--- config.mk ---
export PLATFORM = sky130hd
export DESIGN_NAME = scsp_clock_select
export DESIGN_NICKNAME = d
export VERILOG_FILES = /design/src/shared/scsp_pkg.sv /design/src/design/scsp_clock_select.sv /design/src/design/scsp_edge_div.sv
export VERILOG_INCLUDE_DIRS = /design/src /design/src/shared
export SDC_FILE = /design/constraint.sdc
export NUM_CORES = 1
export LEC_CHECK = 0
export BUFFER_PORTS_ARGS = -buffer_cell sky130_fd_sc_hd__buf_2
export CAP_MARGIN = 10
export CORE_UTILIZATION = 39
export CTS_BUF_LIST = sky130_fd_sc_hd__clkbuf_16
export CTS_CLUSTER_DIAMETER = 100
export DETAILED_ROUTE_END_ITERATION = 10
export PLACE_DENSITY = 0.58
export SYNTH_ARGS = -nofsm -noshare
export SYNTH_HDL_FRONTEND = slang
export SYNTH_SLANG_ARGS = --single-unit
--- constraint.sdc ---
create_clock -name aclk -period 13.4 [get_ports aclk]
set_input_delay 2.68 -clock aclk [delete_from_list [all_inputs] [get_ports aclk]]
set_output_delay 2.68 -clock aclk [all_outputs]
set_load 0.1 [all_outputs]
--- src/shared/scsp_regs.svh ---
`ifndef SCSP_REGS_SVH
`define SCSP_REGS_SVH
// Functional notes
// [RULE1] Fast RC clock divided by 1:2 up to 1:256 from a three-bit divider field.
// [RULE2] Software can adjust the fast RC frequency through a tuning value.
// [RULE3] Low-power RC clock feeds watchdog and clock fail monitor, and is a source.
// [RULE4] Only fast RC and primary sources may pass through the PLL.
// [RULE5] At power-on the source comes from initial select and primary mode fields.
// [RULE6] Select codes: RC, RC+PLL, primary, primary+PLL, secondary, LP RC, RC/16, RC/N.
// [RULE7] Primary mode 00 external clock, 01 crystal, 10 high-speed crystal.
// [RULE8] An erased device starts in fast RC divide-by-N, select code 111.
// [RULE9] Instruction and peripheral clocks are the oscillator output halved.
// [RULE10] Software keeps the instruction clock at or below 40 MHz.
// [RULE11] PLL input divided by a prescale of 2 to 33 from a five-bit field.
// [RULE12] Software keeps the VCO input between 0.8 MHz and 8 MHz.
// [RULE13] VCO input multiplied by M from nine bits; VCO stays 100 to 200 MHz.
// [RULE14] VCO output divided by 2, 4 or 8 from a two-bit output field.
// [RULE15] Software keeps the PLL output between 12.5 MHz and 80 MHz.
// [RULE16] PLL output equals input times M over prescale times postscale.
// [RULE17] Field offsets: prescale is value plus 2, multiplier is value plus 2.
// [RULE18] In internal, secondary and external modes a config bit sets pin two use.
// [RULE19] Output divider 00 is 2, 01 is 4, 11 is 8, 10 reserved.

// ==========================================================================
// Register offsets
`define SCSP_ADDR_CLOCK_DIVIDER_REG    8'h00
`define SCSP_ADDR_PLL_FEEDBACK_REG    8'h04
`define SCSP_ADDR_TUNE      8'h08
`define SCSP_ADDR_STATUS    8'h0C

// ==========================================================================
// Field positions
`define SCSP_RCDIV_MSB      10
`define SCSP_RCDIV_LSB      8
`define SCSP_POST_MSB       7
`define SCSP_POST_LSB       6
`define SCSP_PRE_MSB        4
`define SCSP_PRE_LSB        0
`define SCSP_FBD_MSB        8
`define SCSP_TUNE_MSB       5

// ==========================================================================
// Reset values and factor offsets
`define SCSP_RCDIV_RESET    3'h0
`define SCSP_POST_RESET     2'h1
`define SCSP_PRE_RESET      5'h00
`define SCSP_FBD_RESET      9'h030
`define SCSP_TUNE_RESET     6'h00
`define SCSP_PRE_OFFSET     6'h02
`define SCSP_FBD_OFFSET     10'h002
`define SCSP_RC16_HALF      9'h008

// ==========================================================================
// Source select codes, primary modes and output divider codes
`define SCSP_SRC_FRC        3'h0
`define SCSP_SRC_FRC_PLL    3'h1
`define SCSP_SRC_PRI        3'h2
`define SCSP_SRC_PRI_PLL    3'h3
`define SCSP_SRC_SEC        3'h4
`define SCSP_SRC_LOW_POWER_RC_OSC       3'h5
`define SCSP_SRC_FRC_DIV16  3'h6
`define SCSP_SRC_FRC_DIVN   3'h7
`define SCSP_PMODE_EC       2'h0
`define SCSP_PMODE_XT       2'h1
`define SCSP_PMODE_HS       2'h2
`define SCSP_POST_DIV2      2'h0
`define SCSP_POST_DIV4      2'h1
`define SCSP_POST_DIV8      2'h3

// ==========================================================================
// Bus responses
`define SCSP_RESP_OKAY      2'h0
`define SCSP_RESP_SLVERR    2'h2
`endif

--- src/shared/scsp_pkg.sv ---
package scsp_pkg;
  `include "scsp_regs.svh"

  // ========================================================================
  // Types
  typedef enum logic [1:0] {
    scsp_src_fast_rc,
    scsp_src_primary,
    scsp_src_secondary,
    scsp_src_low_power_rc
  } scsp_src_e;

  typedef struct packed {
    logic [2:0] initial_source_select;
    logic [1:0] primary_osc_mode;
    logic       oscillator_pin_two_pin_function_select;
  } scsp_cfg_s;

  typedef struct packed {
    scsp_src_e src;
    logic      use_pll;
    logic      rc_div16;
    logic      rc_divn;
  } scsp_mode_s;

  // ========================================================================
  // Decodes the initial source select code into source kind and path.
  function automatic scsp_mode_s scsp_decode(input logic [2:0] sel);
    scsp_mode_s m;
    m.src      = scsp_src_fast_rc;
    m.use_pll  = 1'b0;
    m.rc_div16 = 1'b0;
    m.rc_divn  = 1'b0;
    case (sel)
      `SCSP_SRC_FRC_PLL: m.use_pll = 1'b1;
      `SCSP_SRC_PRI: m.src = scsp_src_primary;
      `SCSP_SRC_PRI_PLL: begin
        m.src     = scsp_src_primary;
        m.use_pll = 1'b1;
      end
      `SCSP_SRC_SEC: m.src = scsp_src_secondary;
      `SCSP_SRC_LOW_POWER_RC_OSC: m.src = scsp_src_low_power_rc;
      `SCSP_SRC_FRC_DIV16: m.rc_div16 = 1'b1;
      `SCSP_SRC_FRC_DIVN: m.rc_divn = 1'b1;
      default: m.src = scsp_src_fast_rc;
    endcase
    return m;
  endfunction : scsp_decode

  // Maps the output divider code to its factor; the reserved code divides by 8.
  function automatic logic [3:0] scsp_post_factor(input logic [1:0] post);
    case (post)
      `SCSP_POST_DIV2: return 4'h2;
      `SCSP_POST_DIV4: return 4'h4;
      default: return 4'h8;
    endcase
  endfunction : scsp_post_factor

  // Merges write data into an old word under the byte strobes.
  function automatic logic [31:0] scsp_merge(input logic [31:0] old_w,
                                             input logic [31:0] new_w,
                                             input logic [3:0]  strb);
    logic [31:0] r;
    r = old_w;
    for (int i = 0; i < 4; i++) begin
      if (strb[i]) begin
        r[i*8 +: 8] = new_w[i*8 +: 8];
      end
    end
    return r;
  endfunction : scsp_merge
endpackage : scsp_pkg

--- src/design/scsp_clock_select.sv ---
// Decided for this implementation: register access over AXI4-Lite and the placing of the registers.
`timescale 1ns/100ps
`include "scsp_regs.svh"
// Clock source selection, fast RC divider, PLL rate model and clock halving.
module scsp_clock_select
  import scsp_pkg::*;
(
  input  wire logic        aclk,
  input  wire logic        aresetn,
  input  wire logic [7:0]  awaddr,
  input  wire logic [2:0]  awprot,
  input  wire logic        awvalid,
  output logic             awready,
  input  wire logic [31:0] wdata,
  input  wire logic [3:0]  wstrb,
  input  wire logic        wvalid,
  output logic             wready,
  output logic [1:0]       bresp,
  output logic             bvalid,
  input  wire logic        bready,
  input  wire logic [7:0]  araddr,
  input  wire logic [2:0]  arprot,
  input  wire logic        arvalid,
  output logic             arready,
  output logic [31:0]      rdata,
  output logic [1:0]       rresp,
  output logic             rvalid,
  input  wire logic        rready,
  input  wire scsp_cfg_s   cfg,
  input  wire logic        fast_rc_osc,
  input  wire logic        oscillator_pin_one,
  input  wire logic        secondary_osc_in_pin,
  input  wire logic        low_power_rc_osc,
  output logic             oscillator_pin_two_out,
  output logic             oscillator_pin_two_oe,
  output logic             oscillator_pin_two_gpio_mode,
  output logic             primary_amp_enable,
  output logic             primary_high_gain,
  output logic             secondary_amp_enable,
  output logic [5:0]       fast_rc_tune,
  output logic             pll_active,
  output logic             osc_tick,
  output logic             instruction_clock,
  output logic             peripheral_clock,
  output logic             watchdog_ref_clk,
  output logic             fail_monitor_ref_clk
);

  // ========================================================================
  // Configuration capture
  scsp_cfg_s  cur_cfg;
  logic       cfg_taken;
  scsp_mode_s mode;

  // [RULE5] Power-on source capture.
  // Straps are caught once, in the first cycle after reset release.
  always_ff @(posedge aclk) begin
    if (!aresetn) begin
      cur_cfg   <= '{3'h7, 2'h3, 1'h1};
      cfg_taken <= 1'b0;
    end else if (!cfg_taken) begin
      cur_cfg   <= cfg;
      cfg_taken <= 1'b1;
    end
  end

  // [RULE6] Source code decode.
  assign mode = scsp_decode(cur_cfg.initial_source_select);

  // ========================================================================
  // Software registers
  logic [2:0] rc_divider_select;
  logic [1:0] pll_output_divider;
  logic [4:0] pll_input_divider;
  logic [8:0] pll_feedback_divider;
  logic [5:0] tune;

  wire [31:0] clock_divider_reg_word = {21'h0, rc_divider_select, pll_output_divider, 1'b0,
                             pll_input_divider};
  wire [31:0] fbd_word    = {23'h0, pll_feedback_divider};
  wire [31:0] tune_word   = {26'h0, tune};
  wire [31:0] status_word = {22'h0, cur_cfg.oscillator_pin_two_pin_function_select, pll_active, 2'h0,
                             cur_cfg.primary_osc_mode, 1'b0,
                             cur_cfg.initial_source_select};

  // Returns the word mapped at an address, zero where nothing is mapped.
  function automatic logic [31:0] reg_word(input logic [7:0] a);
    case ({a[7:2], 2'b00})
      `SCSP_ADDR_CLOCK_DIVIDER_REG: return clock_divider_reg_word;
      `SCSP_ADDR_PLL_FEEDBACK_REG: return fbd_word;
      `SCSP_ADDR_TUNE:   return tune_word;
      `SCSP_ADDR_STATUS: return status_word;
      default:           return 32'h0000_0000;
    endcase
  endfunction : reg_word

  // Tells whether an address hits a mapped word.
  function automatic logic reg_hit(input logic [7:0] a);
    case ({a[7:2], 2'b00})
      `SCSP_ADDR_CLOCK_DIVIDER_REG, `SCSP_ADDR_PLL_FEEDBACK_REG, `SCSP_ADDR_TUNE, `SCSP_ADDR_STATUS: return 1'b1;
      default: return 1'b0;
    endcase
  endfunction : reg_hit

  // ========================================================================
  // AXI4-Lite write channel
  logic [7:0]  aw_addr_q;
  logic [31:0] w_data_q;
  logic [3:0]  w_strb_q;
  logic        aw_full;
  logic        w_full;

  wire        aw_fire     = awvalid && awready;
  wire        w_fire      = wvalid && wready;
  wire        wr_go       = aw_full && w_full && !bvalid;
  wire        next_aw_full = wr_go ? 1'b0 : (aw_full || aw_fire);
  wire        next_w_full  = wr_go ? 1'b0 : (w_full || w_fire);
  wire [7:0]  wr_addr     = {aw_addr_q[7:2], 2'b00};
  wire [31:0] wr_merged   = scsp_merge(reg_word(aw_addr_q), w_data_q, w_strb_q);

  // Holds address and data independently until both are present.
  always_ff @(posedge aclk) begin
    if (!aresetn) begin
      aw_full   <= 1'b0;
      w_full    <= 1'b0;
      awready   <= 1'b0;
      wready    <= 1'b0;
      aw_addr_q <= 8'h00;
      w_data_q  <= 32'h0000_0000;
      w_strb_q  <= 4'h0;
    end else begin
      aw_full <= next_aw_full;
      w_full  <= next_w_full;
      awready <= !next_aw_full;
      wready  <= !next_w_full;
      if (aw_fire) begin
        aw_addr_q <= awaddr;
      end
      if (w_fire) begin
        w_data_q <= wdata;
        w_strb_q <= wstrb;
      end
    end
  end

  // Issues the write response and clears it on bready.
  always_ff @(posedge aclk) begin
    if (!aresetn) begin
      bvalid <= 1'b0;
      bresp  <= `SCSP_RESP_OKAY;
    end else if (wr_go) begin
      bvalid <= 1'b1;
      bresp  <= reg_hit(aw_addr_q) ? `SCSP_RESP_OKAY : `SCSP_RESP_SLVERR;
    end else if (bready) begin
      bvalid <= 1'b0;
    end
  end

  // [RULE1] [RULE2] Divider and tuning storage.
  // Status is read-only; a write to it is ignored.
  always_ff @(posedge aclk) begin
    if (!aresetn) begin
      rc_divider_select    <= `SCSP_RCDIV_RESET;
      pll_output_divider   <= `SCSP_POST_RESET;
      pll_input_divider    <= `SCSP_PRE_RESET;
      pll_feedback_divider <= `SCSP_FBD_RESET;
      tune                 <= `SCSP_TUNE_RESET;
    end else if (wr_go && wr_addr == `SCSP_ADDR_CLOCK_DIVIDER_REG) begin
      rc_divider_select  <= wr_merged[`SCSP_RCDIV_MSB:`SCSP_RCDIV_LSB];
      pll_output_divider <= wr_merged[`SCSP_POST_MSB:`SCSP_POST_LSB];
      pll_input_divider  <= wr_merged[`SCSP_PRE_MSB:`SCSP_PRE_LSB];
    end else if (wr_go && wr_addr == `SCSP_ADDR_PLL_FEEDBACK_REG) begin
      pll_feedback_divider <= wr_merged[`SCSP_FBD_MSB:0];
    end else if (wr_go && wr_addr == `SCSP_ADDR_TUNE) begin
      tune <= wr_merged[`SCSP_TUNE_MSB:0];
    end
  end

  // [RULE2] Tuning reaches the oscillator trim.
  assign fast_rc_tune = tune;

  // ========================================================================
  // AXI4-Lite read channel
  wire ar_fire      = arvalid && arready;
  wire next_rvalid  = ar_fire ? 1'b1 : (rvalid && !rready);

  // Answers a read one cycle after the address is taken.
  always_ff @(posedge aclk) begin
    if (!aresetn) begin
      arready <= 1'b0;
      rvalid  <= 1'b0;
      rdata   <= 32'h0000_0000;
      rresp   <= `SCSP_RESP_OKAY;
    end else begin
      arready <= !next_rvalid;
      rvalid  <= next_rvalid;
      if (ar_fire) begin
        rdata <= reg_word(araddr);
        rresp <= reg_hit(araddr) ? `SCSP_RESP_OKAY : `SCSP_RESP_SLVERR;
      end
    end
  end

  // ========================================================================
  // Source sampling and edges
  logic frc_q;
  logic pin1_q;
  logic secondary_osc_q;
  logic low_power_rc_osc_q;

  // Remembers the previous level of each synchronous source input.
  always_ff @(posedge aclk) begin
    if (!aresetn) begin
      frc_q  <= 1'b0;
      pin1_q <= 1'b0;
      secondary_osc_q <= 1'b0;
      low_power_rc_osc_q <= 1'b0;
    end else begin
      frc_q  <= fast_rc_osc;
      pin1_q <= oscillator_pin_one;
      secondary_osc_q <= secondary_osc_in_pin;
      low_power_rc_osc_q <= low_power_rc_osc;
    end
  end

  // [RULE7] Primary mode decode.
  // Mode 11 is not a valid primary mode and gives no clock.
  wire pmode_ok = cur_cfg.primary_osc_mode != 2'h3;
  wire crystal  = mode.src == scsp_src_primary &&
                  (cur_cfg.primary_osc_mode == `SCSP_PMODE_XT ||
                   cur_cfg.primary_osc_mode == `SCSP_PMODE_HS);
  wire frc_rise  = fast_rc_osc && !frc_q;
  wire pin1_rise = oscillator_pin_one && !pin1_q && pmode_ok;
  wire secondary_osc_rise = secondary_osc_in_pin && !secondary_osc_q;
  wire low_power_rc_osc_rise = low_power_rc_osc && !low_power_rc_osc_q;

  // Selects the raw tick of the chosen source.
  wire src_tick = (mode.src == scsp_src_primary)      ? pin1_rise :
                  (mode.src == scsp_src_secondary)    ? secondary_osc_rise :
                  (mode.src == scsp_src_low_power_rc) ? low_power_rc_osc_rise : frc_rise;

  // ========================================================================
  // Fast RC divider
  logic div_tick;
  wire  rc_div_mode = mode.rc_div16 || mode.rc_divn;
  // [RULE1] [RULE6] Divide by 16 or by two to the power of select plus one.
  wire [8:0] div_half = mode.rc_div16 ? `SCSP_RC16_HALF : (9'h001 << rc_divider_select);

  scsp_edge_div #(.W(9)) u_rc_div (
    .aclk     (aclk),
    .aresetn  (aresetn),
    .tick     (rc_div_mode && frc_rise),
    .half     (div_half),
    .out_tick (div_tick)
  );

  // ========================================================================
  // PLL rate model
  logic [11:0] acc;
  // [RULE17] Prescale is field plus 2, multiplier is field plus 2.
  wire [5:0]  n1    = {1'b0, pll_input_divider} + `SCSP_PRE_OFFSET;
  wire [9:0]  m_fac = {1'b0, pll_feedback_divider} + `SCSP_FBD_OFFSET;
  // [RULE14] [RULE19] Postscale of 2, 4 or 8.
  wire [3:0]  n2    = scsp_post_factor(pll_output_divider);
  // [RULE11] Prescale and postscale form the divisor.
  wire [9:0]  den   = {4'h0, n1} * {6'h00, n2};
  // [RULE4] Only fast RC and primary may feed the PLL.
  wire pll_in_tick  = mode.use_pll && src_tick &&
                      (mode.src == scsp_src_fast_rc || mode.src == scsp_src_primary);
  // [RULE13] [RULE16] Each input edge adds M; each output edge spends N1 times N2.
  wire [12:0] acc_sum  = {1'b0, acc} + (pll_in_tick ? {3'h0, m_fac} : 13'h0000);
  wire        nco_tick = mode.use_pll && (acc_sum >= {3'h0, den});
  wire [12:0] acc_left = nco_tick ? (acc_sum - {3'h0, den}) : acc_sum;
  wire [11:0] next_acc = acc_left[12] ? 12'hFFF : acc_left[11:0];

  // Keeps the rate accumulator, cleared outside PLL modes.
  always_ff @(posedge aclk) begin
    if (!aresetn) begin
      acc <= 12'h000;
    end else if (!mode.use_pll) begin
      acc <= 12'h000;
    end else begin
      acc <= next_acc;
    end
  end

  // ========================================================================
  // Oscillator output and derived clocks
  wire next_osc_tick = mode.use_pll ? nco_tick : (rc_div_mode ? div_tick : src_tick);

  // [RULE9] Instruction and peripheral clocks toggle once per oscillator period.
  always_ff @(posedge aclk) begin
    if (!aresetn) begin
      osc_tick          <= 1'b0;
      instruction_clock <= 1'b0;
      peripheral_clock  <= 1'b0;
      pll_active        <= 1'b0;
    end else begin
      osc_tick <= next_osc_tick;
      pll_active <= mode.use_pll;
      if (osc_tick) begin
        instruction_clock <= ~instruction_clock;
        peripheral_clock  <= ~peripheral_clock;
      end
    end
  end

  // [RULE3] Low-power RC reference copies.
  always_ff @(posedge aclk) begin
    if (!aresetn) begin
      watchdog_ref_clk     <= 1'b0;
      fail_monitor_ref_clk <= 1'b0;
    end else begin
      watchdog_ref_clk     <= low_power_rc_osc;
      fail_monitor_ref_clk <= low_power_rc_osc;
    end
  end

  // ========================================================================
  // Oscillator amplifiers and pin two
  // [RULE7] [RULE18] Crystal owns pin two; otherwise the config bit picks its use.
  always_ff @(posedge aclk) begin
    if (!aresetn) begin
      primary_amp_enable     <= 1'b0;
      primary_high_gain      <= 1'b0;
      secondary_amp_enable   <= 1'b0;
      oscillator_pin_two_out <= 1'b0;
      oscillator_pin_two_oe  <= 1'b0;
      oscillator_pin_two_gpio_mode         <= 1'b0;
    end else begin
      primary_amp_enable     <= crystal;
      primary_high_gain      <= crystal && cur_cfg.primary_osc_mode == `SCSP_PMODE_HS;
      secondary_amp_enable   <= mode.src == scsp_src_secondary;
      oscillator_pin_two_out <= instruction_clock;
      oscillator_pin_two_oe  <= !crystal && cur_cfg.oscillator_pin_two_pin_function_select;
      oscillator_pin_two_gpio_mode         <= !crystal && !cur_cfg.oscillator_pin_two_pin_function_select;
    end
  end
endmodule : scsp_clock_select

--- src/design/scsp_edge_div.sv ---
`timescale 1ns/100ps
// Divides a stream of rising-edge ticks by twice the half count.
module scsp_edge_div
  import scsp_pkg::*;
#(
  parameter int W = 9
) (
  input  wire logic         aclk,
  input  wire logic         aresetn,
  input  wire logic         tick,
  input  wire logic [W-1:0] half,
  output logic              out_tick
);
  logic [W-1:0] count;
  logic         level;

  // ========================================================================
  // Half-period wrap detection.
  wire [W-1:0] next_count = count + {{(W-1){1'b0}}, 1'b1};
  wire         wrap       = tick && (next_count >= half);

  // Counts ticks and toggles the divided level, pulsing on its rising edge.
  always_ff @(posedge aclk) begin
    if (!aresetn) begin
      count    <= '0;
      level    <= 1'b0;
      out_tick <= 1'b0;
    end else begin
      out_tick <= wrap && !level;
      if (wrap) begin
        count <= '0;
        level <= ~level;
      end else if (tick) begin
        count <= next_count;
      end
    end
  end
endmodule : scsp_edge_div

-- Word-level counts from Yosys, hierarchy flattened
Cells that the tools add are included.
- add/sub/neg operators: 5
- multiply operators: 1
- magnitude comparators: 2
- equal/unequal tests: 21
- shifts and indexed selects: 1
- muxes and demuxes: 32
- bitwise logic cells: 6
- reductions and logical operators: 56
- operator list (cell ; count):
    11-bit one-hot mux with 4 select lines ; 2
    6-bit by 2-bit equality test with 1-bit output (second input constant) ; 4
    1-bit logical AND ; 24
    1-bit two-way mux ; 20
    12-bit by 10-bit adder with 13-bit output ; 1
    13-bit by 10-bit >= comparator with 1-bit output ; 1
    13-bit two-way mux ; 1
    13-bit by 10-bit subtractor with 13-bit output ; 1
    3-bit equality test (second input constant) ; 4
    6-bit by 1-bit equality test with 1-bit output (second input constant) ; 2
    1-bit logical NOT ; 12
    6-bit logical NOT ; 2
    12-bit two-way mux ; 1
    9-bit by 2-bit adder with 10-bit output (second input constant) ; 1
    6-bit by 4-bit multiplier with 10-bit output ; 1
    10-bit two-way mux ; 1
    9-bit by 1-bit adder with 9-bit output (second input constant) ; 1
    9-bit >= comparator ; 1
    9-bit two-way mux ; 1
    1-bit by 3-bit << shifter with 9-bit output (first input constant) ; 1
    8-bit logical NOT ; 1
    8-bit two-way mux ; 1
    4-bit one-hot mux with 2 select lines ; 1
    4-bit OR reduction ; 2
    16 further kinds ; 37
- register bits: 133
- input port bits: 75
- output and inout bits: 59
- logic and storage cells: 165

-- Longest topological paths before layout
- depth after elaboration: 15
- depth in mapped cells: 24
- gate-level depth less buffers: 23

-- Hierarchy
A second synthesis with hierarchy kept.
- cell total of the unflattened synthesis: 773
- area total of the unflattened synthesis: 6839.1 µm²
- by module, submodules not included (module ; instances ; cells an instance ; area an instance (µm²) ; sequential area each (µm²)):
    scsp_clock_select ; 1 ; 676 ; 5970.7 ; 1941.9
    scsp_edge_div ; 1 ; 97 ; 868.3 ; 220.2

-- Worst setup path after synthesis
No wires, ideal clock.
- path kind: in2reg
- from: input fast_rc_osc
- to: register acc[3]
- library setup time: 0.115 ns
- arrival time: 6.660 ns
- data required time: 13.285 ns
- slack: 6.625 ns
- cell stages on the path: 19
- buffers on the path: 1
- cells stage by stage: nor2b_1 -> mux2_2 -> and3_1 -> ha_1 -> fa_1 -> a21o_1 -> a221oi_4 -> xnor2_1 -> ha_1 -> nand3_1 -> a21oi_1 -> o41ai_2 -> nor2b_1 -> a21oi_1 -> a32oi_4 -> nand2b_1 -> buf_6 -> o311a_1 -> o21a_1
- word-level cells in the longest chain between the ends: 12
- elaborated cells between the ends (all ways): 13
- classes of those cells: add/sub (2); order compare (1); mux (6); reduce/logical (4)
- RTL lines (what ; RTL line ; text):
    start: declaration ; scsp_clock_select.sv:30 ; input wire logic fast_rc_osc,
    1-bit logical AND * ; scsp_clock_select.sv:232 ; wire frc_rise = fast_rc_osc && !frc_q;
    1-bit two-way mux * ; scsp_clock_select.sv:240 ; (mode.src == scsp_src_low_power_rc) ? low_power_rc_osc_rise : frc_rise;
    1-bit two-way mux * ; scsp_clock_select.sv:239 ; (mode.src == scsp_src_secondary) ? secondary_osc_rise :
    1-bit two-way mux * ; scsp_clock_select.sv:238 ; wire src_tick = (mode.src == scsp_src_primary) ? pin1_rise :
    1-bit logical AND * (2 in a row) ; scsp_clock_select.sv:268 ; wire pll_in_tick = mode.use_pll && src_tick &&
    10-bit two-way mux * ; scsp_clock_select.sv:271 ; wire [12:0] acc_sum = {1'b0, acc} + (pll_in_tick ? {3'h0, m_fac} : 13'h0000);
    12-bit by 10-bit adder with 13-bit output * ; scsp_clock_select.sv:271 ;
    13-bit by 10-bit >= comparator with 1-bit output ; scsp_clock_select.sv:272 ; wire nco_tick = mode.use_pll && (acc_sum >= {3'h0, den});
    1-bit logical AND ; scsp_clock_select.sv:272 ;
    13-bit two-way mux * ; scsp_clock_select.sv:273 ; wire [12:0] acc_left = nco_tick ? (acc_sum - {3'h0, den}) : acc_sum;
    12-bit two-way mux * ; scsp_clock_select.sv:274 ; wire [11:0] next_acc = acc_left[12] ? 12'hFFF : acc_left[11:0];
    end signal: assignment ; scsp_clock_select.sv:283 ; acc <= next_acc;
    end: declaration ; scsp_clock_select.sv:259 ; logic [11:0] acc;
Mark *: on every way between the ends. The rest lies on a longest branch, timed or not.
A chain may end at the register's enable or synchronous reset.

-- Worst setup path in the final report
- from: input fast_rc_osc
- to: register acc[7]
Same word-level chain as after synthesis.

==> run summary <==
CTS max path bufs: 2
Crit path from: fast_rc_osc
GRT overflow: 0
Share of the synthesized area in the top cell type: 32.83%
Initial antenna violation count: 0
CP dominant cell by count: a21oi_1
Register bit total from synthesis: 108
Synth Area per Inst: 8.410 sq um
IO buf count: 77
# rows: 47
Ports: 134
Fin. max-slew vios: 0
Critical Path AT: 7.54 ns
CTS tree: done
CTS root buf: clkbuf_16
Asr flop ratio synth: 0%
Slew of the pin with the lowest slew margin: 1.167 ns
Nets: 962
Reg2Reg Setup Slack: 7.86 ns
Post-DP Area: 7015 sq um
Final Core Density: 44.36%
Initial core utilization: 39.85%
CP Max Fanout: 8
CTS Hold Buffers Added: 0
R2R Path End: acc[7]$_SDFF_PN0_
DP Worst Slack: 5.664 ns
Post-synth EDFFs: 0
Layout Area Growth over Synthesis: 11.32%
WL/cell: 14.15 microns
Crit path cell chain: buf_2 -> nor2b_1 -> mux2_2 -> nand2_1 -> nor2_1 -> ha_1 -> a211oi_1 -> o21bai_1 -> a21oi_1 -> o21bai_1 -> a21oi_1 -> xnor2_1 -> ha_1 -> nand2_1 -> nor3_1 -> nand2b_1 -> a21oi_1 -> a2111o_1 -> a32oi_4 -> nand2b_1 -> mux2i_1 -> a21oi_1
# Post-CTS Setup Buffers: 0
Total track usage: 17.66%
Drt initial violations: 330
FF-to-FF path depth: 23
Full die area: 17410 sq um
Die height: 131.9 microns
Setup CP Type: in -> reg
Final period utilization: 54.62%
Setup tns final: 0 ns
Clk Latency, worst-skew pair: 0.35 ns
Worst Hold Class: reg -> reg
Ys Warns: 0
Critical path's largest stage delay: 0.42 ns
CP Launch Type: input port
Final worst-path setup slack: 6.081 ns
Worst rel slew slack: 21.78%
Reg clk slew, reported paths: 0.08 ns
Num CTS Buffers: 9
Post_cts resized: 0
Worst path required time: 13.62 ns
Leakage: 3.079 nW
CORE AREA: 16520 sq um
Peak Freq: 136.6 MHz
Critical path capture point type: flip-flop
H-Tree Depth: 3
Residual DRC: 0
Most common cell in the netlist: dfxtp_1
Cell taking the most area after synthesis: dfxtp_1
Sequential fraction of the synthesis area: 32.83%
Router iterations before antenna repair: 5
Final setup fails: 0
Routed WL: 15020 microns
Cells after Synth: 783
First-pass GRT wire length: 24880 microns
WP buf/inv: 1
Max cap viols: 0
Synth Cell Area: 6585 sq um
Final ANT Viol Nets: 0
Final setup skew: 0.009978 ns
Slowest CP cell: a2111o_1
Largest net degree at the start of global routing: 65
Main flop type after synthesis: dfxtp_1
Most common library cells after synthesis: 108 x dfxtp_1, 98 x nand2_1, 87 x nor2_1
DP HPWL: 11310 microns
FF-to-FF Start: pll_input_divider[1]$_SDFFE_PN0P_
Max VDD drop: 0.07330 mV
Tmin final: 7.319 ns
Post-DR vias/cell: 5.065
Post-synth cell types: 63
Antenna cells: 0
Status: completed
WP depth: 22
Hold Violations, Final: 0
PD cells: 108.8 nW/um^2
RSZ-0062 raised after global routing: false
CP endpoint: acc[7]$_SDFF_PN0_
Share of cells above drive strength 1: 14.39%
Synth area leaders: dfxtp_1 33%, ha_1 8.6%, nand2_1 5.6%
CP top delay family: compound AO/OA/AOI/OAI gates
Clk sink count: 108
Vias in the first global route: 4894
Via count of the routed design: 5374
Post-route cell area: 7331 sq um
Die W: 131.9 microns
Placer congestion estimate: 0.7950
how the worst min path moves through the flow:
stage | startpoint | to | slack, ns | cells after the start
floorplan | u_rc_div.level$_SDFFE_PN0P_ | u_rc_div.out_tick$_SDFF_PN0_ | 0.42 | 1
global placement | u_rc_div.level$_SDFFE_PN0P_ | u_rc_div.out_tick$_SDFF_PN0_ | 0.43 | 1
detailed placement | aw_addr_q[7]$_SDFFE_PN0P_ | aw_addr_q[7]$_SDFFE_PN0P_ | 0.45 | 2
CTS | aw_addr_q[7]$_SDFFE_PN0P_ | aw_addr_q[7]$_SDFFE_PN0P_ | 0.46 | 2
global route | aw_addr_q[7]$_SDFFE_PN0P_ | aw_addr_q[7]$_SDFFE_PN0P_ | 0.48 | 2
finish | aw_addr_q[7]$_SDFFE_PN0P_ | aw_addr_q[7]$_SDFFE_PN0P_ | 0.45 | 2
tightest hold or removal path: cells and delay by family, from the launching register on:
kind | cells | cell delay [ns]
flip-flops | 1 | 0.31
AO/OA/AOI/OAI | 1 | 0.05
AND/OR/NAND/NOR | 1 | 0.05
flip-flops by register name, summed over array words and instances (netlist names), 2 cells and up:
name / flops
acc: 12
aw_addr_q: 6
cur_cfg: 6
fast_rc_tune: 6
pll_feedback_divider: 9
pll_input_divider: 5
pll_output_divider: 2
rc_divider_select: 3
rdata: 11
u_rc_div.count: 9
w_data_q: 11
w_strb_q: 2
per-stage QoR:
step / hold slack [ns] / std cells / power, mW
final: 0.4549 / 1061 / 0.7977
after global routing: 0.4794 / 1061 / 0.8332
after CTS: 0.4610 / 1061 / 0.8039
after detailed placement: 0.4500 / 1045 / 0.5222
after global placement: 0.4289 / 1045 / 0.5221
after floorplan: 0.4199 / 805 / 0.4982
layer usage:
metal  vias to the layer above  routed length [microns]  global-route usage, %
met5                         -                        0                      0
met4                         0                      176                  4.716
met3                        11                      557                  2.038
met2                       121                     6871                  28.34
met1                      2442                     7410                  25.02
li1                       2800                        -                      -
cell families (layout without fill, tap and decap cells):
logic type	Yosys count	after routing	synth area share [%]
AOI/OAI and AO/OA	170	170	16.99
xor gates and xnor gates	45	45	5.985
adders and majority gates	53	53	10.68
buffers and inverters	87	123	6.574
DFF	108	108	32.83
muxes	32	32	6.650
other	1	23	0.05695
and+or+nand+nor	287	287	20.24
layout make-up:
cell class	count	area (sq um)
Inverter	28	105.1
Fill cell	1701	9194
Timing Repair Buffer	79	400.4
Sequential cell	108	2162
Clock inverter	7	90.09
Tap cell	220	275.3
Clock buffer	9	225.2
Multi-Input combinational cell	610	4073
layout by cell type, fill, tap and decap left out, types with 9 or more instances in the layout:
cell / Yosys / final
a211oi_1: 24 / 24
a21oi_1: 63 / 63
a22oi_1: 16 / 16
and2_1: 13 / 13
buf_2: 1 / 77
clkbuf_16: 0 / 9
conb_1: 1 / 23
dfxtp_1: 108 / 108
ha_1: 45 / 45
inv_1: 28 / 27
mux2i_1: 19 / 19
mux4_2: 9 / 9
nand2_1: 98 / 98
nand2b_1: 9 / 9
nand3_1: 24 / 24
nor2_1: 87 / 87
nor2b_1: 11 / 11
nor3_1: 9 / 9
o21a_1: 10 / 10
o21ai_0: 22 / 22
xnor2_1: 29 / 29
xor2_1: 16 / 16
report_power, final:
group | internal, mW | switching, mW
sequential | 0.332 | 0.0126
combinational | 0.0521 | 0.118
clock | 0.151 | 0.132
(Power assumes the default switching activity.)
